===== src/srm_pkg.sv =====
// Constants, types and decode helpers of the sync reference monitor
`default_nettype none
package srm_pkg;

  // Delay taps on the sync reference pin, one sample per tap per clock edge
  localparam int SRM_TAPS = 6;
  localparam int SRM_WINDOWS = 5;
  // Tap k samples the pin at (SRM_TAP_FIRST_PS + k * SRM_TAP_STEP_PS)
  localparam int SRM_TAP_FIRST_PS = -60;
  localparam int SRM_TAP_STEP_PS = 40;
  localparam int SRM_WINDOW_LAST_PS = 140;
  // The functional capture sits 60 ps after the sampling edge
  localparam int SRM_CAPTURE_DELAY_PS = 60;
  localparam int SRM_TAP_CAPTURE =
    (SRM_CAPTURE_DELAY_PS - SRM_TAP_FIRST_PS) / SRM_TAP_STEP_PS;

  // Serial programming frame: 1 direction bit, 3 spare, 12 address, 8 data
  localparam int SRM_ADDR_W = 12;
  localparam int SRM_DATA_W = 8;
  localparam int SRM_FRAME_BITS = 24;
  localparam int SRM_HDR_BITS = 16;
  localparam int SRM_CNT_W = 5;
  localparam logic [SRM_CNT_W-1:0] SRM_HDR_LAST = 5'h0F;
  localparam logic [SRM_CNT_W-1:0] SRM_FRAME_LAST = 5'h17;
  localparam int SRM_RW_POS = 23;
  localparam int SRM_ADDR_LSB = 8;
  localparam int SRM_HDR_RW_POS = 15;

  // Register offsets
  localparam logic [SRM_ADDR_W-1:0] SRM_ADDR_STATUS = 12'h140;
  localparam logic [SRM_ADDR_W-1:0] SRM_ADDR_PIN_CFG = 12'h146;
  localparam logic [SRM_ADDR_W-1:0] SRM_ADDR_SYNC_MASK = 12'h147;
  localparam logic [SRM_ADDR_W-1:0] SRM_ADDR_MODE = 12'h148;

  // Reset values and field encodings
  localparam logic [SRM_DATA_W-1:0] SRM_PIN_CFG_RST = 8'h01;
  localparam logic [SRM_DATA_W-1:0] SRM_PIN_SYNC_SEL = 8'h00;
  localparam logic [SRM_DATA_W-1:0] SRM_SYNC_MASK_RST = 8'h00;
  localparam logic [SRM_DATA_W-1:0] SRM_MODE_RST = 8'h00;

  // Status bits
  localparam int SRM_STAT_SEEN = 6;
  localparam int SRM_STAT_ANY = 5;
  // Mask bits: a set bit keeps that block out of the sync reset
  localparam int SRM_MASK_DIV = 0;
  localparam int SRM_MASK_OSC = 1;
  localparam int SRM_MASK_RAMP = 2;
  // Mode bit: set selects down-conversion, clear selects bypass
  localparam int SRM_MODE_DDC = 0;

  typedef enum logic [1:0] {
    SRM_IDLE,
    SRM_HEADER,
    SRM_DATA,
    SRM_DONE
  } srm_spi_state_t;

  function automatic logic srm_hit(input logic [SRM_ADDR_W-1:0] addr,
                                   input logic [SRM_ADDR_W-1:0] offs);
    return addr == offs;
  endfunction

endpackage
`default_nettype wire


===== src/srm_win_if.sv =====
// Signals between the window detector and the register side
`timescale 1ns/1ps
`default_nettype none
interface srm_win_if;
  import srm_pkg::*;
  logic [SRM_TAPS-1:0] taps;
  logic enable;
  logic edge_stb;
  logic [SRM_WINDOWS-1:0] flags;
  logic any;
  modport det (input taps, input enable,
               output edge_stb, output flags, output any);
  modport ctl (output taps, output enable,
               input edge_stb, input flags, input any);
endinterface
`default_nettype wire


===== src/srm_window_detect.sv =====
// Sync edge capture and timing window classification
`timescale 1ns/1ps
`default_nettype none
module srm_window_detect
  import srm_pkg::*;
(
  input wire logic clk_in,
  input wire logic rstn_in,
  srm_win_if.det win
);

  logic [SRM_TAPS-1:0] tap_r;
  logic [SRM_TAPS-1:0] tap_prev_r;
  logic level_prev_r;
  logic edge_stb_r;
  logic [SRM_WINDOWS-1:0] flags_r;
  logic any_r;
  logic [SRM_WINDOWS-1:0] win_xor;
  logic rise;

  always_ff @(posedge clk_in) begin
    if (!rstn_in) begin
      tap_r <= '0;
      tap_prev_r <= '0;
      level_prev_r <= 1'b0;
    end else begin
      tap_r <= win.taps;
      tap_prev_r <= tap_r;
      level_prev_r <= tap_r[SRM_TAP_CAPTURE];
    end
  end

  // A transition between two neighbouring taps marks its window. An edge
  // later than the capture tap was seen one clock before the capture tap
  // registers it, so the late windows look one sample back.
  for (genvar g = 0; g < SRM_WINDOWS; g++) begin : g_xor
    if (g < SRM_TAP_CAPTURE) begin : g_now
      assign win_xor[g] = tap_r[g] ^ tap_r[g+1];
    end else begin : g_back
      assign win_xor[g] = tap_prev_r[g] ^ tap_prev_r[g+1];
    end
  end

  // Only the delayed capture tap decides an edge; the others only grade it
  assign rise = win.enable && tap_r[SRM_TAP_CAPTURE] && !level_prev_r;

  always_ff @(posedge clk_in) begin
    if (!rstn_in) begin
      edge_stb_r <= 1'b0;
      flags_r <= '0;
      any_r <= 1'b0;
    end else begin
      edge_stb_r <= rise;
      if (rise) begin
        flags_r <= win_xor;
        any_r <= |win_xor;
      end
    end
  end

  assign win.edge_stb = edge_stb_r;
  assign win.flags = flags_r;
  assign win.any = any_r;

  property p_capture;
    @(posedge clk_in) disable iff (!rstn_in)
      rise |=> edge_stb_r && flags_r == $past(win_xor);
  endproperty
  a_capture: assert property (p_capture)
    else $error("window flags not refreshed on sync edge");

  property p_routed;
    @(posedge clk_in) disable iff (!rstn_in)
      !win.enable |=> !edge_stb_r;
  endproperty
  a_routed: assert property (p_routed)
    else $error("sync edge taken while pin not routed");

  property p_window_one;
    @(posedge clk_in) disable iff (!rstn_in)
      rise && !tap_r[0] && tap_r[1] |=> flags_r[0] && any_r;
  endproperty
  a_window_one: assert property (p_window_one)
    else $error("early edge did not raise window one");

  property p_window_five;
    @(posedge clk_in) disable iff (!rstn_in)
      rise && (tap_prev_r[SRM_WINDOWS-1] != tap_prev_r[SRM_WINDOWS]) |=>
        flags_r[SRM_WINDOWS-1];
  endproperty
  a_window_five: assert property (p_window_five)
    else $error("late edge did not raise window five");

endmodule // srm_window_detect
`default_nettype wire


===== src/srm_top.sv =====
// Sync reference monitor with serial register port
`timescale 1ns/1ps
`default_nettype none
module srm_top
  import srm_pkg::*;
(
  input wire logic REF_CLK_IN,
  input wire logic RSTN_IN,
  input wire logic [SRM_TAPS-1:0] GENERAL_PIN_ZERO_TAPS_IN,
  input wire logic SPI_SCLK_IN,
  input wire logic SPI_SEN_N_IN,
  input wire logic SPI_SDIO_IN,
  output logic SPI_SDIO_OUT,
  output logic SPI_SDIO_OE_OUT,
  output logic DIVIDER_RESET_OUT,
  output logic OSC_PHASE_RESET_OUT,
  output logic RAMP_RESTART_OUT
);

  srm_win_if win ();

  srm_window_detect u_detect (
    .clk_in(REF_CLK_IN),
    .rstn_in(RSTN_IN),
    .win(win)
  );

  // Serial port state
  srm_spi_state_t state_r;
  logic sclk_prev_r;
  logic [SRM_CNT_W-1:0] bit_cnt_r;
  logic [SRM_FRAME_BITS-1:0] shift_r;
  logic [SRM_DATA_W-1:0] rd_shift_r;
  logic rd_active_r;
  logic sdio_r;
  logic sdio_oe_r;
  logic wr_stb_r;
  logic [SRM_ADDR_W-1:0] wr_addr_r;
  logic [SRM_DATA_W-1:0] wr_data_r;

  // Registers
  logic [SRM_DATA_W-1:0] pin_cfg_r;
  logic [SRM_DATA_W-1:0] sync_mask_r;
  logic [SRM_DATA_W-1:0] mode_r;
  logic seen_r;

  // Sync actions
  logic div_rst_r;
  logic osc_rst_r;
  logic ramp_rst_r;

  logic sclk_rise;
  logic sclk_fall;
  logic [SRM_FRAME_BITS-1:0] shift_nxt;
  logic [SRM_ADDR_W-1:0] hdr_addr;
  logic [SRM_DATA_W-1:0] rd_data;
  logic seen_clr;

  // SCLK is slow against the reference clock, so it is edge detected here
  assign sclk_rise = SPI_SCLK_IN && !sclk_prev_r;
  assign sclk_fall = !SPI_SCLK_IN && sclk_prev_r;
  assign shift_nxt = {shift_r[SRM_FRAME_BITS-2:0], SPI_SDIO_IN};
  assign hdr_addr = shift_nxt[SRM_ADDR_W-1:0];

  always_ff @(posedge REF_CLK_IN) begin
    if (!RSTN_IN) begin
      sclk_prev_r <= 1'b0;
    end else begin
      sclk_prev_r <= SPI_SCLK_IN;
    end
  end

  always_ff @(posedge REF_CLK_IN) begin
    if (!RSTN_IN) begin
      state_r <= SRM_IDLE;
      bit_cnt_r <= '0;
      shift_r <= '0;
    end else if (SPI_SEN_N_IN) begin
      state_r <= SRM_IDLE;
      bit_cnt_r <= '0;
    end else begin
      unique case (state_r)
        SRM_IDLE: begin
          state_r <= SRM_HEADER;
          bit_cnt_r <= '0;
        end
        SRM_HEADER: begin
          if (sclk_rise) begin
            shift_r <= shift_nxt;
            bit_cnt_r <= bit_cnt_r + 1'b1;
            if (bit_cnt_r == SRM_HDR_LAST) begin
              state_r <= SRM_DATA;
            end
          end
        end
        SRM_DATA: begin
          if (sclk_rise) begin
            shift_r <= shift_nxt;
            bit_cnt_r <= bit_cnt_r + 1'b1;
            if (bit_cnt_r == SRM_FRAME_LAST) begin
              state_r <= SRM_DONE;
            end
          end
        end
        SRM_DONE: begin
          state_r <= SRM_DONE;
        end
      endcase
    end
  end

  // Write strobe once the last data bit of a write frame is in
  always_ff @(posedge REF_CLK_IN) begin
    if (!RSTN_IN) begin
      wr_stb_r <= 1'b0;
      wr_addr_r <= '0;
      wr_data_r <= '0;
    end else begin
      wr_stb_r <= 1'b0;
      if (!SPI_SEN_N_IN && state_r == SRM_DATA && sclk_rise &&
          bit_cnt_r == SRM_FRAME_LAST) begin
        wr_stb_r <= !shift_nxt[SRM_RW_POS];
        wr_addr_r <= shift_nxt[SRM_ADDR_LSB +: SRM_ADDR_W];
        wr_data_r <= shift_nxt[SRM_DATA_W-1:0];
      end
    end
  end

  always_comb begin
    rd_data = '0;
    if (srm_hit(hdr_addr, SRM_ADDR_STATUS)) begin
      rd_data[SRM_STAT_SEEN] = seen_r;
      rd_data[SRM_STAT_ANY] = win.any;
      rd_data[SRM_WINDOWS-1:0] = win.flags;
    end else if (srm_hit(hdr_addr, SRM_ADDR_PIN_CFG)) begin
      rd_data = pin_cfg_r;
    end else if (srm_hit(hdr_addr, SRM_ADDR_SYNC_MASK)) begin
      rd_data = sync_mask_r;
    end else if (srm_hit(hdr_addr, SRM_ADDR_MODE)) begin
      rd_data = mode_r;
    end
  end

  // Read data leaves on SCLK falling edges, MSB first, after the header
  always_ff @(posedge REF_CLK_IN) begin
    if (!RSTN_IN) begin
      rd_shift_r <= '0;
      rd_active_r <= 1'b0;
      sdio_r <= 1'b0;
      sdio_oe_r <= 1'b0;
    end else if (SPI_SEN_N_IN) begin
      rd_active_r <= 1'b0;
      sdio_oe_r <= 1'b0;
      sdio_r <= 1'b0;
    end else begin
      if (state_r == SRM_HEADER && sclk_rise && bit_cnt_r == SRM_HDR_LAST &&
          shift_nxt[SRM_HDR_RW_POS]) begin
        rd_shift_r <= rd_data;
        rd_active_r <= 1'b1;
      end else if (rd_active_r && sclk_fall && state_r == SRM_DATA) begin
        sdio_oe_r <= 1'b1;
        sdio_r <= rd_shift_r[SRM_DATA_W-1];
        rd_shift_r <= {rd_shift_r[SRM_DATA_W-2:0], 1'b0};
      end
    end
  end

  always_ff @(posedge REF_CLK_IN) begin
    if (!RSTN_IN) begin
      pin_cfg_r <= SRM_PIN_CFG_RST;
      sync_mask_r <= SRM_SYNC_MASK_RST;
      mode_r <= SRM_MODE_RST;
    end else if (wr_stb_r) begin
      if (srm_hit(wr_addr_r, SRM_ADDR_PIN_CFG)) begin
        pin_cfg_r <= wr_data_r;
      end
      if (srm_hit(wr_addr_r, SRM_ADDR_SYNC_MASK)) begin
        sync_mask_r <= wr_data_r;
      end
      if (srm_hit(wr_addr_r, SRM_ADDR_MODE)) begin
        mode_r <= wr_data_r;
      end
    end
  end

  // Writing a one to D6 of the status clears the seen bit; a new edge wins
  assign seen_clr = wr_stb_r && srm_hit(wr_addr_r, SRM_ADDR_STATUS) &&
                    wr_data_r[SRM_STAT_SEEN];

  always_ff @(posedge REF_CLK_IN) begin
    if (!RSTN_IN) begin
      seen_r <= 1'b0;
    end else if (win.edge_stb) begin
      seen_r <= 1'b1;
    end else if (seen_clr) begin
      seen_r <= 1'b0;
    end
  end

  // Only a routed pin feeds the detector
  assign win.taps = GENERAL_PIN_ZERO_TAPS_IN;
  assign win.enable = (pin_cfg_r == SRM_PIN_SYNC_SEL);

  always_ff @(posedge REF_CLK_IN) begin
    if (!RSTN_IN) begin
      div_rst_r <= 1'b0;
      osc_rst_r <= 1'b0;
      ramp_rst_r <= 1'b0;
    end else begin
      div_rst_r <= win.edge_stb && mode_r[SRM_MODE_DDC] &&
                   !sync_mask_r[SRM_MASK_DIV];
      osc_rst_r <= win.edge_stb && mode_r[SRM_MODE_DDC] &&
                   !sync_mask_r[SRM_MASK_OSC];
      // Bypass latency is fixed already; only the ramp needs realigning
      ramp_rst_r <= win.edge_stb && !mode_r[SRM_MODE_DDC] &&
                    !sync_mask_r[SRM_MASK_RAMP];
    end
  end

  assign SPI_SDIO_OUT = sdio_r;
  assign SPI_SDIO_OE_OUT = sdio_oe_r;
  assign DIVIDER_RESET_OUT = div_rst_r;
  assign OSC_PHASE_RESET_OUT = osc_rst_r;
  assign RAMP_RESTART_OUT = ramp_rst_r;

  property p_div_reset;
    @(posedge REF_CLK_IN) disable iff (!RSTN_IN)
      win.edge_stb && mode_r[SRM_MODE_DDC] && !sync_mask_r[SRM_MASK_DIV]
        |=> DIVIDER_RESET_OUT ##1 !DIVIDER_RESET_OUT || win.edge_stb;
  endproperty
  a_div_reset: assert property (p_div_reset)
    else $error("divider reset missing after sync edge");

  property p_bypass_quiet;
    @(posedge REF_CLK_IN) disable iff (!RSTN_IN)
      DIVIDER_RESET_OUT || OSC_PHASE_RESET_OUT |->
        $past(mode_r[SRM_MODE_DDC]) && $past(win.edge_stb);
  endproperty
  a_bypass_quiet: assert property (p_bypass_quiet)
    else $error("decimation reset without sync edge in ddc mode");

  property p_osc_mask;
    @(posedge REF_CLK_IN) disable iff (!RSTN_IN)
      win.edge_stb && sync_mask_r[SRM_MASK_OSC] |=> !OSC_PHASE_RESET_OUT;
  endproperty
  a_osc_mask: assert property (p_osc_mask)
    else $error("masked oscillator phase was reset");

  property p_ramp;
    @(posedge REF_CLK_IN) disable iff (!RSTN_IN)
      win.edge_stb && !mode_r[SRM_MODE_DDC] && !sync_mask_r[SRM_MASK_RAMP]
        |=> RAMP_RESTART_OUT && !DIVIDER_RESET_OUT;
  endproperty
  a_ramp: assert property (p_ramp)
    else $error("ramp not restarted in bypass mode");

  property p_seen_sticky;
    @(posedge REF_CLK_IN) disable iff (!RSTN_IN)
      seen_r && !seen_clr |=> seen_r;
  endproperty
  a_seen_sticky: assert property (p_seen_sticky)
    else $error("seen bit dropped without a clear");

  property p_seen_set;
    @(posedge REF_CLK_IN) disable iff (!RSTN_IN)
      win.edge_stb |=> seen_r;
  endproperty
  a_seen_set: assert property (p_seen_set)
    else $error("seen bit not set by sync edge");

  property p_any;
    @(posedge REF_CLK_IN) disable iff (!RSTN_IN)
      win.edge_stb |-> win.any == (|win.flags);
  endproperty
  a_any: assert property (p_any)
    else $error("summary bit disagrees with window flags");

endmodule // srm_top
`default_nettype wire


===== config.mk =====
export PLATFORM = sky130hd
export DESIGN_NAME = srm_top
export DESIGN_NICKNAME = d
export VERILOG_FILES = /design/src/srm_pkg.sv /design/src/srm_win_if.sv /design/src/srm_window_detect.sv /design/src/srm_top.sv
export SDC_FILE = /design/constraint.sdc
export NUM_CORES = 1
export LEC_CHECK = 0
export ABC_AREA = 1
export ABC_CLOCK_PERIOD_IN_PS = 2080
export BUFFER_PORTS_ARGS = -buffer_cell sky130_fd_sc_hd__clkbuf_2
export CAP_MARGIN = 5
export CORE_MARGIN = 2
export CORE_UTILIZATION = 60
export DETAILED_ROUTE_END_ITERATION = 12
export GPL_TIMING_DRIVEN = 0
export PLACE_DENSITY = 0.87
export SYNTH_ARGS = -nofsm -noshare
export SYNTH_HDL_FRONTEND = slang
export SYNTH_SLANG_ARGS = --single-unit

===== constraint.sdc =====
create_clock -name REF_CLK_IN -period 2.08 [get_ports REF_CLK_IN]
set_clock_uncertainty 0.05 [all_clocks]
set_input_delay 0 -clock REF_CLK_IN [delete_from_list [all_inputs] [get_ports REF_CLK_IN]]
set_output_delay 0 -clock REF_CLK_IN [all_outputs]
set_load 0.05 [all_outputs]

==> flow_results.org <==
** Layout
- N_diodes :: 0
- Area grow syn2layout :: 11.3%
- Excluding fillers, the count of instances in the completed layout stands at roughly 800.
- After routing the design area is 5270 um^2.
- Net count of the finished layout :: 708
- Share of cells above drive strength 1 :: 0.124

** Floorplanning
- For this design the top-level I/O count stands at 16.
- Number of rows created at floorplan :: 32
- The region available for standard cell placement spans 7690 um^2.
- Height of the die :: 92.8 um
- Horizontal extent of the die :: 92.8 um
- Die Area :: 8610 um^2
- The initial utilization of the core area, before any placement, comes to 0.615.

** Power
- Leakage power figure :: 2.26 nW
- For this design the ratio of total power to cell area is 679 nW/um^2.
- Reg power frac :: 0.589
- Cell internal power was estimated by the tool at about 2.7 mW.
- Logic pwr share :: 0.064
- Switch Pwr :: 0.904 mW
- Across the VDD grid, the largest voltage drop is roughly 0.63 mV.
- Switching fraction of total power :: 0.253
- Fraction of power consumed by the clock network :: 0.347

** Worst setup path
- Endpoint of the lowest-slack register-to-register path :: rd_shift_r[5]
- At the worst endpoint, the arrival time is 2.20 ns.
- Startpoint type of the worst setup path :: flip-flop
- The slowest stage of the critical path is the sky130_fd_sc_hd__dfxtp_2 cell.
- CP Class :: flip-flop to flip-flop
- Across all register-to-register paths, the minimum setup slack is 0.13 ns.
- Worst setup EP type :: flip-flop
- In this design, the stage delay of the slowest critical-path cell is 0.36 ns.
- Along the worst path, the maximum fanout reaches 7.
- Reg-to-Reg Start :: bit_cnt_r[0]
- CP delay by family, top :: simple AND/OR/NAND/NOR gates
- The critical path crosses 11 cells after its start point.
- Number of buffer and inverter stages on the critical path :: 1
- The critical path starts at bit_cnt_r[0].
- The worst register-to-register path has a depth of 11.
- STA puts the critical path data required time at ~2.3 ns.
- Walking the worst path, the cells encountered are ha_1 -> nand2_2 -> nor2_2 -> ha_2 -> nand3_2 -> nor2_4 -> buf_12 -> nand2_2 -> nor2_2 -> nand2_1 -> a21oi_1.

** Routing
- Met1 WL :: approximately 4800 um
- Wire length on met2 :: 5580 um
- Routed Antenna Nets :: 0
- The highest layer touched by signal routing is met4.
- DR WL/cell :: 14.3 um
- Using the TritonRoute via totals, the vias-per-cell ratio works out to 5.49.
- Across all layers, the routed design uses about 4400 vias.
- Initial detailed-routing violation count :: between 200 and 300
- For this block, the routed nets add up to between 10000 and 15000 um of wire.
- Remaining routing DRC violations :: 0
- DR pass1 iterations :: 6
- Total length of routed met3 wires :: 672 um

** Synth
- Sorting the synthesized cells by area gives the leading types as sky130_fd_sc_hd__dfxtp_1, sky130_fd_sc_hd__nor2_1, sky130_fd_sc_hd__nand2_1.
- Netlist area before placement :: 4730 um^2
- A synthesized cell averages 7.22 um^2.
- Top cells by instance count after synthesis :: sky130_fd_sc_hd__nor2_1, sky130_fd_sc_hd__dfxtp_1, sky130_fd_sc_hd__nand2_1, sky130_fd_sc_hd__inv_1, sky130_fd_sc_hd__o21ai_0
- Fraction of post-synthesis cell area in the top cell type by area :: 0.453
- During synthesis, Yosys emitted a total of 0 warnings.
- Most common cell in the synthesized netlist :: sky130_fd_sc_hd__nor2_1
- Synthesis produced a netlist with a net count of 672.
- After synthesis, the netlist uses 30 different library cells.
- Cell taking the most area after synthesis :: sky130_fd_sc_hd__dfxtp_1
- Number of flops mapped to enable cells by yosys :: 0
- For this run, the register share of the synthesized area comes to 0.453.
- Yosys reg bits :: 107
- Most used DFF post-synth :: sky130_fd_sc_hd__dfxtp_1
- Asr flop ratio synth :: 0
- Gate Count Post-Synth :: 655

** STA
- At the pin with the least slew margin, the transition time is between 0.5 and 0.6 ns.
- Number of endpoints with negative hold slack in the final report :: 0
- Setup violations remaining at the end of the flow were counted as 0.
- Summed over all failing endpoints, the final setup total negative slack is 0 ns.
- Derived from the worst setup path, the maximum achievable clock frequency is about 510 MHz.
- Part of the cycle the worst path needs :: 0.939
- Max_slew headroom :: 0.661
- Setup repair after global routing left no endpoint under its margin.
- Final max-slew violation count :: 0
- The worst path in the final design needs a cycle of 1.95 ns, including I/O delays and setup.

** Hold path
- Hold Path Origin :: RSTN_IN
- Counting instances, the worst hold path has a depth of 3.
- The path with the worst hold slack has its endpoint at u_detect.win.flags[0].
- Path type of the worst min-delay path :: primary input to flip-flop

** Global route
- Vias in the first global route :: 4173
- The first global-routing pass estimated ~19000 um of wire.
- Initial antenna violation count :: 0
- Maximum number of pins on one net before global-route repair :: 19
- Global routing finished with a remaining overflow of 0.
- Overall Global Routing Usage :: 0.277

** Place
- At the end of routability-driven placement, the weighted congestion stood at 0.894.
- Placed wire-length estimate :: 8000 um
- Placed Instances :: 771
- Post-placement cell area :: 4930 um^2
- Buffers added on ports :: 14

** Clock tree
- Buffer cell driving the clock tree root :: sky130_fd_sc_hd__clkbuf_8
- Clock tree from TritonCTS :: built
- Clock tree synthesis found a total of approximately 110 sinks.
- CTS Buffer Depth :: 2
- Clk_lat worst skew :: 0.37 ns
- Clock buffers created by TritonCTS :: 9
- Clock-pin slew was measured on the worst setup and hold paths at ~0.11 ns.
- Number of levels in the clock H-tree :: 3

** Run
- Max-cap violations in this run came to 0.

** Status
- The run finished with clean final reports.
stage by stage:
stage | setup WS [ns] | utilization | total power [mW] | hold WS [ns]
after global placement | 0.0830 | 0.641 | 2.35 | 0.133
after detailed placement | 0.0236 | 0.641 | 2.36 | 0.140
after floorplan | 0.341 | - | 2.30 | 0.0435
final | 0.126 | 0.685 | 3.58 | 0.0497
after CTS | 0.000965 | 0.679 | 3.58 | 0.0138
after global routing | 0.0108 | 0.685 | 3.69 | 0.0614
cell type report:
cell class              count  area [um^2]
fillers                   628         2420
multi-input cells         440         2160
flip-flops and latches    107         2140
inverters                  84          315
repair buffers             25          188
clock buffers              11          151
plain buffers              24          139
well taps                 102          128
clock inverters             5         42.5
power groups by stage:
| stage | combinational, mW | sequential, mW | clock, mW |
|---|---|---|---|
| after global placement | 0.196 | 2.15 | 0 |
| after floorplan | 0.152 | 2.15 | 0 |
| after detailed placement | 0.206 | 2.15 | 0 |
| after global routing | 0.255 | 2.11 | 1.32 |
| after CTS | 0.221 | 2.11 | 1.25 |
| final | 0.228 | 2.11 | 1.24 |
state kept, by name, summed over array words and instances, names as in the netlist, 2 cells and up:
register	flops
mode_r	8
shift_r	23
bit_cnt_r	5
wr_data_r	8
sync_mask_r	8
u_detect.tap_r	6
pin_cfg_r	8
u_detect.tap_prev_r	3
wr_addr_r	12
state_r	2
rd_shift_r	8
u_detect.win.flags	5
routing by layer:
layer | GRT usage | vias up
met4 | 0.108 | 0
met3 | 0.0480 | 38
met5 | 0 | -
li1 | - | 2163
met2 | 0.481 | 175
met1 | 0.341 | 2007
what timing repair did:
action,CTS,global route
hold buffers,9,0
setup buffers,0,2
endpoints found under the hold margin,17,0
resized for setup,1,9
setup endpoints to repair,6,7
pin swaps,0,2
cells in the final DEF (no fill, tap or decap), types with 4 or more instances in the layout:
cell                            instances
sky130_fd_sc_hd__clkbuf_8              11
sky130_fd_sc_hd__buf_2                  5
sky130_fd_sc_hd__nor2_4                10
sky130_fd_sc_hd__nand4_1               24
sky130_fd_sc_hd__nand2_1              102
sky130_fd_sc_hd__dlygate4sd3_1          9
sky130_fd_sc_hd__buf_1                  4
sky130_fd_sc_hd__a21oi_2                6
sky130_fd_sc_hd__inv_2                  7
sky130_fd_sc_hd__nor2_1               132
sky130_fd_sc_hd__ha_1                   5
sky130_fd_sc_hd__nand2_2                5
sky130_fd_sc_hd__clkbuf_1               7
sky130_fd_sc_hd__nor3_1                 9
sky130_fd_sc_hd__clkbuf_2              15
sky130_fd_sc_hd__xor2_1                 4
sky130_fd_sc_hd__nor2_2                 4
sky130_fd_sc_hd__buf_6                  4
sky130_fd_sc_hd__nand3_1               31
sky130_fd_sc_hd__o21ai_0               54
sky130_fd_sc_hd__buf_4                  4
sky130_fd_sc_hd__dfxtp_1              105
sky130_fd_sc_hd__inv_1                 77
sky130_fd_sc_hd__a21oi_1               41
worst max-delay path by stage:
stage / to
after global routing: rd_shift_r[2]
final: rd_shift_r[5]
after CTS: rd_shift_r[5]
after global placement: rd_shift_r[4]
after detailed placement: rd_shift_r[5]
after floorplan: rd_shift_r[6]
logic make-up after synthesis:
logic type / share of synthesized area
simple gates: 0.307
xor+xnor: 0.0111
fa+ha+maj: 0.0159
buf+inv: 0.0952
compound gates: 0.118
flops: 0.453
tightest hold or removal path, delay by kind of cell:
kind                   cells  cell delay [ns]
buffers and inverters      2             0.36
AOI/OAI and AO/OA          1             0.07
Note: power is estimated with default switching activity, not from simulation.
